**src/scmi_pkg.sv**
```systemverilog
package scmi_pkg;

  // Bus and flag widths
  localparam int unsigned AXI_ADDR_W = 32;
  localparam int unsigned AXI_DATA_W = 32;
  localparam int unsigned FLAG_W     = 15;
  localparam int unsigned LVL_W      = 3;

  // Register byte addresses
  localparam logic [31:0] OFS_CTRL1_IRQ_PENDING = 32'h4000a808;
  localparam logic [31:0] OFS_CTRL2_IRQ_PENDING = 32'h4000a80c;
  localparam logic [31:0] OFS_CTRL1_IRQ_ENABLE  = 32'h4000a848;
  localparam logic [31:0] OFS_CTRL2_IRQ_ENABLE  = 32'h4000a84c;
  localparam logic [31:0] OFS_CTRL1_TRIG_STYLE  = 32'h4000a854;
  localparam logic [31:0] OFS_CTRL2_TRIG_STYLE  = 32'h4000a858;
  localparam logic [31:0] OFS_CTRL2_MODE_SELECT = 32'h4000c054;
  localparam logic [31:0] OFS_CTRL1_MODE_SELECT = 32'h4000c854;

  // Reset values
  localparam logic [14:0] PENDING_RST = 15'h0000;
  localparam logic [14:0] ENABLE_RST  = 15'h0000;
  localparam logic [2:0]  TRIG_RST    = 3'h0;

  // Source groups by flag position
  localparam logic [14:0] ASYNC_SRC_MASK   = 15'h6000;
  localparam logic [14:0] DMA_SRC_MASK     = 15'h1e00;
  localparam logic [14:0] TWOWIRE_SRC_MASK = 15'h01e0;
  localparam logic [14:0] COMMON_SRC_MASK  = 15'h001f;
  // Second controller has no asynchronous fault flags
  localparam logic [14:0] CTRL2_BIT_MASK   = 15'h1fff;

  // Bus responses
  localparam logic [1:0] RESP_OKAY   = 2'h0;
  localparam logic [1:0] RESP_SLVERR = 2'h2;

  // Controller function field encodings
  typedef enum logic [1:0] {
    MODE_OFF     = 2'h0,
    MODE_ASYNC   = 2'h1,
    MODE_SYNC    = 2'h2,
    MODE_TWOWIRE = 2'h3
  } scmi_mode_t;

  // Pulse events from one engine, flag bits 14 down to 3
  typedef struct packed {
    logic parity_fault_flag;
    logic framing_fault_flag;
    logic dma_tx_buf_b_done;
    logic dma_tx_buf_a_done;
    logic dma_rx_buf_b_done;
    logic dma_rx_buf_a_done;
    logic twowire_no_ack_flag;
    logic bus_condition_done_flag;
    logic twowire_send_done_flag;
    logic twowire_recv_done_flag;
    logic send_underflow_flag;
    logic recv_overflow_flag;
  } scmi_evt_t;

  // Status levels from one engine, flag bits 2 down to 0
  typedef struct packed {
    logic sender_idle_flag;
    logic send_space_flag;
    logic recv_data_flag;
  } scmi_lvl_t;

  // Sources allowed to raise flags in a given mode
  function automatic logic [14:0] scmi_source_mask(scmi_mode_t mode, logic has_async);
    logic [14:0] m;
    m = 15'h0000;
    case (mode)
      MODE_ASYNC:   m = has_async ? (COMMON_SRC_MASK | DMA_SRC_MASK | ASYNC_SRC_MASK)
                                  : 15'h0000;
      MODE_SYNC:    m = COMMON_SRC_MASK | DMA_SRC_MASK;
      MODE_TWOWIRE: m = COMMON_SRC_MASK | TWOWIRE_SRC_MASK;
      default:      m = 15'h0000;
    endcase
    return m;
  endfunction

  // Byte strobes widened to a bit mask
  function automatic logic [31:0] scmi_lane_mask(logic [3:0] strb);
    return {{8{strb[3]}}, {8{strb[2]}}, {8{strb[1]}}, {8{strb[0]}}};
  endfunction

endpackage

```
**src/scmi_event_gate.sv**
```systemverilog
`timescale 1ns/100ps
`default_nettype none

module scmi_event_gate #(
  parameter logic HAS_ASYNC = 1'b1  // Controller supports asynchronous mode
) (
  input  wire scmi_pkg::scmi_mode_t mode,
  input  wire scmi_pkg::scmi_evt_t  evt_in,
  input  wire scmi_pkg::scmi_lvl_t  lvl_in,
  output logic [14:0]               gated
);
  import scmi_pkg::*;

  // Engine sources masked by function field
  always_comb begin
    gated = {evt_in, lvl_in} & scmi_source_mask(mode, HAS_ASYNC);
  end

endmodule

`default_nettype wire

```
**src/scmi_flag_bank.sv**
```systemverilog
`timescale 1ns/100ps
`default_nettype none

module scmi_flag_bank (
  input  wire logic        aclk,
  input  wire logic        aresetn,
  input  wire logic [14:0] gated,
  input  wire logic [2:0]  trig_style,
  input  wire logic [14:0] enable,
  input  wire logic [14:0] clear,
  output logic      [14:0] pending,
  output logic             irq
);
  import scmi_pkg::*;

  logic [2:0]  lvl_prev;      // Level sources one cycle ago
  logic [14:0] set_bits;      // Sources raising a flag now
  logic [14:0] next_pending;
  logic [2:0]  next_lvl_prev;
  logic        next_irq;

  // Flag set, clear and interrupt combine
  always_comb begin
    set_bits = gated;
    set_bits[2:0] = gated[2:0] & (trig_style | ~lvl_prev);
    next_pending = (pending & ~clear) | set_bits;
    next_lvl_prev = gated[2:0];
    next_irq = |(pending & enable);
  end

  // State registers
  always_ff @(posedge aclk) begin
    if (!aresetn) begin
      pending  <= PENDING_RST;
      lvl_prev <= 3'h0;
      irq      <= 1'b0;
    end else begin
      pending  <= next_pending;
      lvl_prev <= next_lvl_prev;
      irq      <= next_irq;
    end
  end

endmodule

`default_nettype wire

```
**src/scmi_top.sv**
```systemverilog
// Design decision made here: the AXI4-Lite interface to the registers.
`timescale 1ns/100ps
`default_nettype none

module scmi_top (
  input  wire logic                 aclk,
  input  wire logic                 aresetn,
  // Write address channel
  input  wire logic [31:0]          awaddr,
  input  wire logic                 awvalid,
  output logic                      awready,
  // Write data channel
  input  wire logic [31:0]          wdata,
  input  wire logic [3:0]           wstrb,
  input  wire logic                 wvalid,
  output logic                      wready,
  // Write response channel
  output logic [1:0]                bresp,
  output logic                      bvalid,
  input  wire logic                 bready,
  // Read address channel
  input  wire logic [31:0]          araddr,
  input  wire logic                 arvalid,
  output logic                      arready,
  // Read data channel
  output logic [31:0]               rdata,
  output logic [1:0]                rresp,
  output logic                      rvalid,
  input  wire logic                 rready,
  // Engine sources, first controller
  input  wire scmi_pkg::scmi_evt_t  evt_one,
  input  wire scmi_pkg::scmi_lvl_t  lvl_one,
  // Engine sources, second controller
  input  wire scmi_pkg::scmi_evt_t  evt_two,
  input  wire scmi_pkg::scmi_lvl_t  lvl_two,
  // Function fields to the engines
  output scmi_pkg::scmi_mode_t      mode_one,
  output scmi_pkg::scmi_mode_t      mode_two,
  // Top-level interrupts
  output logic                      irq_one,
  output logic                      irq_two
);
  import scmi_pkg::*;

  // Write channel holding registers
  logic [31:0] aw_addr;        // Captured write address
  logic [31:0] w_data;         // Captured write data
  logic [3:0]  w_strb;         // Captured byte strobes
  logic [31:0] next_aw_addr;
  logic [31:0] next_w_data;
  logic [3:0]  next_w_strb;
  logic        next_awready;
  logic        next_wready;
  logic        next_bvalid;
  logic [1:0]  next_bresp;

  // Read channel next values
  logic        next_arready;
  logic        next_rvalid;
  logic [31:0] next_rdata;
  logic [1:0]  next_rresp;

  // Software-visible configuration
  logic [14:0] enable_one;     // First controller source enables
  logic [14:0] enable_two;     // Second controller source enables
  logic [2:0]  trig_one;       // First controller trigger styles
  logic [2:0]  trig_two;       // Second controller trigger styles
  scmi_mode_t  next_mode_one;
  scmi_mode_t  next_mode_two;
  logic [14:0] next_enable_one;
  logic [14:0] next_enable_two;
  logic [2:0]  next_trig_one;
  logic [2:0]  next_trig_two;

  // Pending flag clear pulses and state
  logic [14:0] clear_one;
  logic [14:0] clear_two;
  logic [14:0] pending_one;
  logic [14:0] pending_two;
  logic [14:0] gated_one;
  logic [14:0] gated_two;

  // Handshake helpers
  logic        aw_take;        // Address accepted this edge
  logic        w_take;         // Data accepted this edge
  logic        ar_take;        // Read address accepted
  logic        do_write;       // Both halves held, slot free
  logic [31:0] lanes;          // Strobes as a bit mask
  logic [31:0] wbits;          // Strobed write data

  assign aw_take  = awvalid & awready;
  assign w_take   = wvalid & wready;
  assign ar_take  = arvalid & arready;
  // Writes wait for a free response slot
  assign do_write = ~awready & ~wready & ~bvalid;
  assign lanes    = scmi_lane_mask(w_strb);
  assign wbits    = w_data & lanes;

  // Write path: capture, decode and respond
  always_comb begin
    next_aw_addr    = aw_addr;
    next_w_data     = w_data;
    next_w_strb     = w_strb;
    next_awready    = awready;
    next_wready     = wready;
    next_bvalid     = bvalid;
    next_bresp      = bresp;
    next_mode_one   = mode_one;
    next_mode_two   = mode_two;
    next_enable_one = enable_one;
    next_enable_two = enable_two;
    next_trig_one   = trig_one;
    next_trig_two   = trig_two;
    clear_one       = 15'h0000;
    clear_two       = 15'h0000;
    // Address and data arrive in either order
    if (aw_take) begin
      next_aw_addr = awaddr;
      next_awready = 1'b0;
    end
    if (w_take) begin
      next_w_data = wdata;
      next_w_strb = wstrb;
      next_wready = 1'b0;
    end
    // Response retires on its handshake
    if (bvalid && bready) begin
      next_bvalid = 1'b0;
    end
    if (do_write) begin
      next_awready = 1'b1;
      next_wready  = 1'b1;
      next_bvalid  = 1'b1;
      next_bresp   = RESP_OKAY;
      if (aw_addr == OFS_CTRL1_MODE_SELECT) begin
        if (w_strb[0]) begin
          next_mode_one = scmi_mode_t'(w_data[1:0]);
        end
      end else if (aw_addr == OFS_CTRL2_MODE_SELECT) begin
        if (w_strb[0] && (w_data[1:0] != MODE_ASYNC)) begin
          next_mode_two = scmi_mode_t'(w_data[1:0]);
        end
      end else if (aw_addr == OFS_CTRL1_IRQ_PENDING) begin
        clear_one = wbits[14:0];
      end else if (aw_addr == OFS_CTRL2_IRQ_PENDING) begin
        clear_two = wbits[14:0] & CTRL2_BIT_MASK;
      end else if (aw_addr == OFS_CTRL1_IRQ_ENABLE) begin
        next_enable_one = (enable_one & ~lanes[14:0]) | wbits[14:0];
      end else if (aw_addr == OFS_CTRL2_IRQ_ENABLE) begin
        next_enable_two = ((enable_two & ~lanes[14:0]) | wbits[14:0])
                          & CTRL2_BIT_MASK;
      end else if (aw_addr == OFS_CTRL1_TRIG_STYLE) begin
        next_trig_one = (trig_one & ~lanes[2:0]) | wbits[2:0];
      end else if (aw_addr == OFS_CTRL2_TRIG_STYLE) begin
        next_trig_two = (trig_two & ~lanes[2:0]) | wbits[2:0];
      end else begin
        // Unmapped: error answer, no effect
        next_bresp = RESP_SLVERR;
      end
    end
  end

  // Write path registers
  always_ff @(posedge aclk) begin
    if (!aresetn) begin
      aw_addr    <= 32'h0000_0000;
      w_data     <= 32'h0000_0000;
      w_strb     <= 4'h0;
      awready    <= 1'b1;
      wready     <= 1'b1;
      bvalid     <= 1'b0;
      bresp      <= RESP_OKAY;
      mode_one   <= MODE_OFF;
      mode_two   <= MODE_OFF;
      enable_one <= ENABLE_RST;
      enable_two <= ENABLE_RST;
      trig_one   <= TRIG_RST;
      trig_two   <= TRIG_RST;
    end else begin
      aw_addr    <= next_aw_addr;
      w_data     <= next_w_data;
      w_strb     <= next_w_strb;
      awready    <= next_awready;
      wready     <= next_wready;
      bvalid     <= next_bvalid;
      bresp      <= next_bresp;
      mode_one   <= next_mode_one;
      mode_two   <= next_mode_two;
      enable_one <= next_enable_one;
      enable_two <= next_enable_two;
      trig_one   <= next_trig_one;
      trig_two   <= next_trig_two;
    end
  end

  // Read path: answer one cycle after address
  always_comb begin
    next_arready = arready;
    next_rvalid  = rvalid;
    next_rdata   = rdata;
    next_rresp   = rresp;
    // Data retires, address slot reopens
    if (rvalid && rready) begin
      next_rvalid  = 1'b0;
      next_arready = 1'b1;
    end
    if (ar_take) begin
      next_arready = 1'b0;
      next_rvalid  = 1'b1;
      next_rresp   = RESP_OKAY;
      next_rdata   = 32'h0000_0000;
      // Reads have no side effects
      if (araddr == OFS_CTRL1_MODE_SELECT) begin
        next_rdata[1:0] = mode_one;
      end else if (araddr == OFS_CTRL2_MODE_SELECT) begin
        next_rdata[1:0] = mode_two;
      end else if (araddr == OFS_CTRL1_IRQ_PENDING) begin
        next_rdata[14:0] = pending_one;
      end else if (araddr == OFS_CTRL2_IRQ_PENDING) begin
        next_rdata[14:0] = pending_two;
      end else if (araddr == OFS_CTRL1_IRQ_ENABLE) begin
        next_rdata[14:0] = enable_one;
      end else if (araddr == OFS_CTRL2_IRQ_ENABLE) begin
        next_rdata[14:0] = enable_two;
      end else if (araddr == OFS_CTRL1_TRIG_STYLE) begin
        next_rdata[2:0] = trig_one;
      end else if (araddr == OFS_CTRL2_TRIG_STYLE) begin
        next_rdata[2:0] = trig_two;
      end else begin
        // Unmapped: zero data, error answer
        next_rresp = RESP_SLVERR;
      end
    end
  end

  // Read path registers
  always_ff @(posedge aclk) begin
    if (!aresetn) begin
      arready <= 1'b1;
      rvalid  <= 1'b0;
      rdata   <= 32'h0000_0000;
      rresp   <= RESP_OKAY;
    end else begin
      arready <= next_arready;
      rvalid  <= next_rvalid;
      rdata   <= next_rdata;
      rresp   <= next_rresp;
    end
  end

  // First controller: all four functions
  // parity fault kept in async only
  // framing fault kept in async only
  // DMA unloads in async and sync
  scmi_event_gate #(
    .HAS_ASYNC (1'b1)
  ) u_gate_one (
    .mode   (mode_one),
    .evt_in (evt_one),
    .lvl_in (lvl_one),
    .gated  (gated_one)
  );

  // Second controller: no asynchronous mode
  // no-ack kept in two-wire only
  scmi_event_gate #(
    .HAS_ASYNC (1'b0)
  ) u_gate_two (
    .mode   (mode_two),
    .evt_in (evt_two),
    .lvl_in (lvl_two),
    .gated  (gated_two)
  );

  // Flags and irq, first controller
  // underrun and overrun in every mode except off
  scmi_flag_bank u_bank_one (
    .aclk       (aclk),
    .aresetn    (aresetn),
    .gated      (gated_one),
    .trig_style (trig_one),
    .enable     (enable_one),
    .clear      (clear_one),
    .pending    (pending_one),
    .irq        (irq_one)
  );

  // Flags and irq, second controller
  // enabled pending raises irq
  scmi_flag_bank u_bank_two (
    .aclk       (aclk),
    .aresetn    (aresetn),
    .gated      (gated_two),
    .trig_style (trig_two),
    .enable     (enable_two),
    .clear      (clear_two),
    .pending    (pending_two),
    .irq        (irq_two)
  );

endmodule

`default_nettype wire

```
**config.mk**
```make
export PLATFORM = sky130hd
export DESIGN_NAME = scmi_top
export DESIGN_NICKNAME = d
export VERILOG_FILES = /design/src/scmi_pkg.sv /design/src/scmi_event_gate.sv /design/src/scmi_flag_bank.sv /design/src/scmi_top.sv
export SDC_FILE = /design/constraint.sdc
export NUM_CORES = 1
export LEC_CHECK = 0
export BUFFER_PORTS_ARGS = -buffer_cell sky130_fd_sc_hd__buf_2
export CAP_MARGIN = 20
export CORE_MARGIN = 2
export CORE_UTILIZATION = 29
export DETAILED_ROUTE_END_ITERATION = 10
export PLACE_DENSITY = 0.48
export SETUP_SLACK_MARGIN = 0.2
export SLEW_MARGIN = 10
export SYNTH_ARGS = -nofsm -noshare
export SYNTH_HDL_FRONTEND = slang
export SYNTH_SLANG_ARGS = --single-unit
```
**constraint.sdc**
```tcl
create_clock -name aclk -period 2.5 [get_ports aclk]
set_input_delay 0.125 -clock aclk [delete_from_list [all_inputs] [get_ports aclk]]
set_output_delay 0.125 -clock aclk [all_outputs]
set_load 0.1 [all_outputs]
```
==> results of run 1 <==
cell type report:
class / instances / area (sq um)
Multi-Input combinational cell: 566 / 3390
Sequential cell: 145 / 2900
Timing Repair Buffer: 235 / 1630
Fill cell: 2307 / 13500
Clock inverter: 14 / 155
Clock buffer: 18 / 429
Tap cell: 285 / 357
Inverter: 12 / 45.0
power groups by stage:
stage	Clock [mW]	Sequential (mW)	Combinational (mW)
2_1_floorplan	0	2.53	0.370
3_3_place_gp	0	2.47	0.599
3_5_place_dp	0	2.47	0.599
4_1_cts	2.60	2.42	0.695
5_1_grt	2.71	2.43	0.745
6_report	2.54	2.42	0.692
worst paths after layout:
kind	startpoint	end	slack, ns	cells past startpoint
hold / removal	lvl_two[2]	u_bank_two.lvl_prev[2]	0.01	2
setup reg to reg	aw_addr[10]	register	0.40	5
setup / recovery	aw_addr[10]	register	0.40	5
hold reg to reg	rdata[2]	rdata[2]	0.45	2
metrics by stage:
step / hold WS (ns) / cell area, sq um / total power [mW]
2_1_floorplan: 0.224 / 6640 / 2.90
3_3_place_gp: 0.339 / 7510 / 3.07
3_5_place_dp: 0.335 / 7510 / 3.07
4_1_cts: 0.00151 / 8890 / 5.72
5_1_grt: 0.00624 / 8910 / 5.88
6_report: 0.0128 / 8910 / 5.65
what timing repair did:
action,in CTS,in global routing
setup buffers,0,1
endpoints found under the hold margin,79,0
endpoints found under the setup margin,0,8
hold buffers,79,0
logic make-up (layout without fill, tap and decap cells):
group                      Yosys count  in the layout
AOI/OAI and AO/OA                  161            161
muxes                               63             63
other                                1             19
and+or+nand+nor                    319            319
buffers and inverters               71            279
xor gates and xnor gates             1              1
adders and majority gates            3              3
DFF                                145            145
Yosys cell counts (3+ instances only):
master    count  area [sq um]
nand3b_1      7          52.6
and3_1        6          37.5
nor2_4        5          56.3
a31oi_1      12          75.1
ha_1          3          37.5
a221oi_1      4          35.0
a31o_2        9          78.8
mux2_2       12           135
nor4_2        3          37.5
nand2b_1     11          68.8
nor4_1        6          37.5
mux2i_1      51           510
a22oi_1       6          45.0
a21oi_1      60           300
and2_1        8          50.1
nand3_1      14          70.1
nor2_1       10          37.5
nand2_1     216           811
nand4_1       3          18.8
nor4b_1       3          26.3
inv_1        12          45.0
nor4_4        3          63.8
buf_1         6          22.5
clkbuf_1     30           113
a21o_1        3          22.5
dfxtp_1     145          2900
a22o_1        3          26.3
o211ai_1     14           105
nor3_1        3          15.0
buf_4        20           150
o21ai_0      30           150
a32o_1        4          40.0
per-layer routing:
metal / vias up / wire length [um] / GRT usage [%]
met4: 0 / 318 / 5.38
met1: 2853 / 9830 / 23.2
met3: 22 / 951 / 3.36
met2: 182 / 9710 / 28.3
met5: - / 0 / 0
li1: 3093 / - / -
==> run summary, run 1 <==
mux contribution to synthesized area: 9.82%
CP max-delay cell: and2_0
Net count, final: 1117
CTS sink count: 145
setup ws final: 0.403 ns
fmax: 0.477 GHz
I/O pins: 184
largest net degree at the start of global routing: 84
Critical Path AT: 2.45 ns
CTS tree: built
sequential fraction of the synthesis area: 44.1%
Via density: 4.82
Crit. End Element: register
drt first pass iters: 5
number of global-route vias before repair: 5896
period utilisation layout: 83.9%
H-tree levels: 4
#FFs+latches synth: 145
die area: 0.0239 sq mm
asr flop ratio synth: 0%
Mapped Area: 0.00658 sq mm
first-pass GRT wire length: 32200 um
clk_skew: 0.0114 ns
Placement Setup Slack: 0.323 ns
Required @ worst endpoint: 2.85 ns
Hold Crit Class: input pin to register
prevailing post-synth register cell: dfxtp_1
Port Buf Inserts: 143
Max Cap Viol: 0
antenna cell count: 0
Switch Pwr: 1.56 mW
most frequent cells in the layout: nand2_1, dfxtp_1, buf_2
die width: 155 um
worst skew pair latency: 0.43 ns
CP max stage delay: 0.42 ns
remaining antenna violation count: 0
crit path cell chain: nor4b_1, and2_0, nand4_4, nor2_4, mux2i_1
WL/cell: 16.3 um
Cells after DPL: 1163
status: finished, final reports clean
DRC Markers: 0
Max VDD drop: 440 uV
CP startpoint kind: register
Crit Path Category: register to register
CTS max path bufs: 2
initial drt markers: 296
Layout Utilization: 39.7%
Root Driver: clkbuf_16
gr usage total: 17.4%
row cnt: 55
final hold violation count: 0
largest family of logic cells by synthesized area: simple AND/OR/NAND/NOR gates
routed wire length: 20800 um
worst slew pin tran: 0.916 ns
CP top delay family: simple AND/OR/NAND/NOR gates
post-cts resize count: 0
die height: 155 um
final max-slew violation count: 0
power share of the sequential group: 42.8%
Initial Util: 29.3%
Congestion Overflow GR: 0
HPWL after DPL: 15200 um
leakage: 3.61 nW
Synth cell types: 64
WP buf/inv: 0
Slew headroom: 38.7%
layout cells sized above 1: 23.1%
Syn Inst Count: 764
Int Power: 4.09 mW
area grow syn2layout: 35.4%
Synth Warn #: 0
CTS Buf Count: 17
clock-pin slew on the worst setup and hold paths: 0.07 ns
setup_tns: 0 ns
adder-cell share of the synthesized area: 0.571%
fin crit period: 2.10 ns
Final Non-Filler Cells: 1275
sw frac: 27.6%
Post-synth EDFFs: 0
Crit Path Max Fanout: 9
xor and xnor fraction of the mapped netlist area: 0.133%
commonest non-fill, non-tap cell in the layout: nand2_1
placeable core area: 0.0224 sq mm
post-synthesis compound-gate area fraction: 15.4%
initial antenna violation count: 0
routability congestion estimate: 0.764
cell area power density: 635 mW/mm^2
routed via count: 6150
power share of the clock group: 45.0%
final setup fails: 0
Post-Synth Simple-Gate Area: 24.5%
RSZ-0062 raised after global routing: false
power share of the combinational group: 12.2%
average size of a mapped cell: 8.61 sq um
Power figures use the tool's default switching activity.
==> inputs of run 2 (changes only) <==
ABC_AREA = 1   (was not set)
PLACE_DENSITY = 0.5   (was 0.48)
clock period = 1.7 ns   (was 2.5 ns; I/O delays follow)
==> run 2 against run 1 <==
  * The run now ends with setup timing left
  * Clock skew shrank 0.0028 ns
  * Sequential share of layout area shrank 4.5 points
  * Cell count grew 27%
  * Clock power grew 48%
  * Critical path depth grew 7
  * Synthesized area grew 5.5%
  * Largest power group unchanged
==> run summary, run 2 <==
status: complete, but fails checks
failing checks: setup timing
Post-synth top cells: nand2_1, dfxtp_1, nor2_1
number of global-route vias before repair: 7038
DRC Markers: 0
Syn Inst Count: 1002
CP startpoint kind: register
routed wire length: 23600 um
H-tree levels: 4
sequential fraction of the synthesis area: 41.8%
largest net degree at the start of global routing: 58
top post-synthesis cells by area: dfxtp_1, nand2_1, nor2_1
CTS max path bufs: 2
Net count, final: 1425
Post-synth EDFFs: 0
Root Driver: clkbuf_16
fmax: 0.557 GHz
Initial Util: 29.6%
Congestion Overflow GR: 0
remaining antenna violation count: 0
final hold violation count: 0
routability congestion estimate: 0.849
fin crit period: 1.80 ns
Port Buf Inserts: 143
area grow syn2layout: 50.5%
Slew headroom: 50.6%
WL/cell: 14.6 um
layout cells sized above 1: 31.5%
die width: 159 um
Final Non-Filler Cells: 1619
Cells after DPL: 1492
commonest non-fill, non-tap cell in the layout: nand2_1
die area: 0.0252 sq mm
worst slew pin tran: 0.741 ns
clk_skew: 0.00860 ns
leakage: 4.37 nW
period utilisation layout: 106%
routed via count: 7500
final max-slew violation count: 0
placeable core area: 0.0235 sq mm
Critical Path AT: 2.16 ns
asr flop ratio synth: 0%
Synth Warn #: 0
Crit Path Category: register to register
drt first pass iters: 5
prevailing post-synth register cell: dfxtp_1
Via density: 4.63
#FFs+latches synth: 145
CTS sink count: 145
initial drt markers: 401
Yosys top cell area share: 41.8%
initial antenna violation count: 2
HPWL after DPL: 17400 um
cell area power density: 833 mW/mm^2
CTS tree: built
worst skew pair latency: 0.43 ns
row cnt: 56
final setup fails: 48
count leader, synth: nand2_1
Crit. End Element: register
Max VDD drop: 594 uV
top cell type by total area after synthesis: dfxtp_1
die height: 159 um
Mapped Area: 0.00694 sq mm
first-pass GRT wire length: 36300 um
Max Cap Viol: 0
CTS Buf Count: 17
Synth cell types: 43
I/O pins: 184
Crit Path Max Fanout: 8
gr usage total: 18.8%
most frequent cells in the layout: nand2_1, buf_2, nor2_1
clock-pin slew on the worst setup and hold paths: 0.06 ns
Hold Crit Class: input pin to register
average size of a mapped cell: 6.92 sq um
Required @ worst endpoint: 2.06 ns
Tot Pwr: 8.69 mW
RSZ-0062 raised after global routing: true
setup ws final: -0.0957 ns
-- run 2: cell types whose count changed in the layout (fill, tap and decap cells not counted), sizes merged, moves of 11 or more --
| cell | change |
|---|---|
| a21oi | +32 |
| buf | +66 |
| inv | +74 |
| mux2 | -12 |
| mux2i | -51 |
| nand2b | -11 |
| nand3 | +63 |
| nor2 | +145 |
| nor3 | +13 |
| o211ai | -14 |
| o21ai | +63 |
-- run 2: what timing repair did --
item,CTS,global route
pin swaps,15,38
hold buffers,79,0
resized for setup,49,107
setup endpoints to repair,69,68
gates cloned,1,0
buffers inserted,6,7
hold endpoints to repair,83,0
-- run 2: power breakdown --
part / internal, mW / switching, mW
clock: 2.17 / 1.60
sequential: 3.52 / 0.121
combinational: 0.473 / 0.807
-- run 2: cell type report --
| cell class | instances | area (sq um) |
|---|---|---|
| clock buffer | 20 | 467 |
| fill | 2408 | 13000 |
| sequential | 145 | 2930 |
| clock inverter | 12 | 120 |
| antenna | 2 | 5.00 |
| inverter | 83 | 329 |
| tap | 319 | 399 |
| timing repair buffer | 302 | 2250 |
| multi-input combinational | 736 | 3940 |
-- run 2: through the flow --
stage / hold WS (ns) / cell area [sq um] / setup TNS (ns) / utilization (%) / setup slack [ns]
after global routing: 0.0235 / 10400 / -8.79 / 44.5 / -0.228
after global placement: 0.318 / 8460 / -1.21 / 36.0 / -0.0619
final: 0.0309 / 10400 / -2.11 / 44.5 / -0.0957
after floorplan: 0.197 / 7080 / 0 / - / 0.0967
after CTS: 0.0165 / 9990 / -1.46 / 42.6 / -0.0834
after detailed placement: 0.322 / 8460 / -2.09 / 36.0 / -0.0912
-- run 2: per-layer routing --
metal / GRT usage [%] / vias to the layer above / share of wire [%]
met5: 0 / - / 0
met4: 4.55 / 0 / 0.94
met3: 3.97 / 16 / 5.3
met2: 31.0 / 210 / 47
met1: 25.0 / 3420 / 47
li1: - / 3854 / -
-- run 2: cells by family (layout without fill, tap and decap cells) --
group | count (synthesis) | in the layout | share of synthesized area [%]
other | 1 | 21 | 0.0541
buffers and inverters | 140 | 417 | 9.22
AND/OR/NAND/NOR | 502 | 503 | 32.2
flip-flops | 145 | 145 | 41.8
adder cells (fa/ha/maj) | 3 | 3 | 0.541
AO/OA/AOI/OAI | 211 | 211 | 16.2
-- run 2: final timing paths --
check	cells past startpoint	slack, ns	from	endpoint
min	2	0.03	aresetn	arready
max reg2reg	12	-0.1	aw_addr[26]	register
max	12	-0.1	aw_addr[26]	register
min reg2reg	2	0.46	rdata[2]	rdata[2]
-- run 2: critical path: stages (launching register included) --
cell and delay, ns:
dfxtp_2 0.33, nor2_2 0.13, nand2_2 0.08, nor2_4 0.13
nand2_4 0.12, nor3_4 0.14, nand3_2 0.12, or2_1 0.26
nor2_2 0.13, nand2_4 0.09, nand2_1 0.07, nand2_1 0.04
nor2_1 0.09
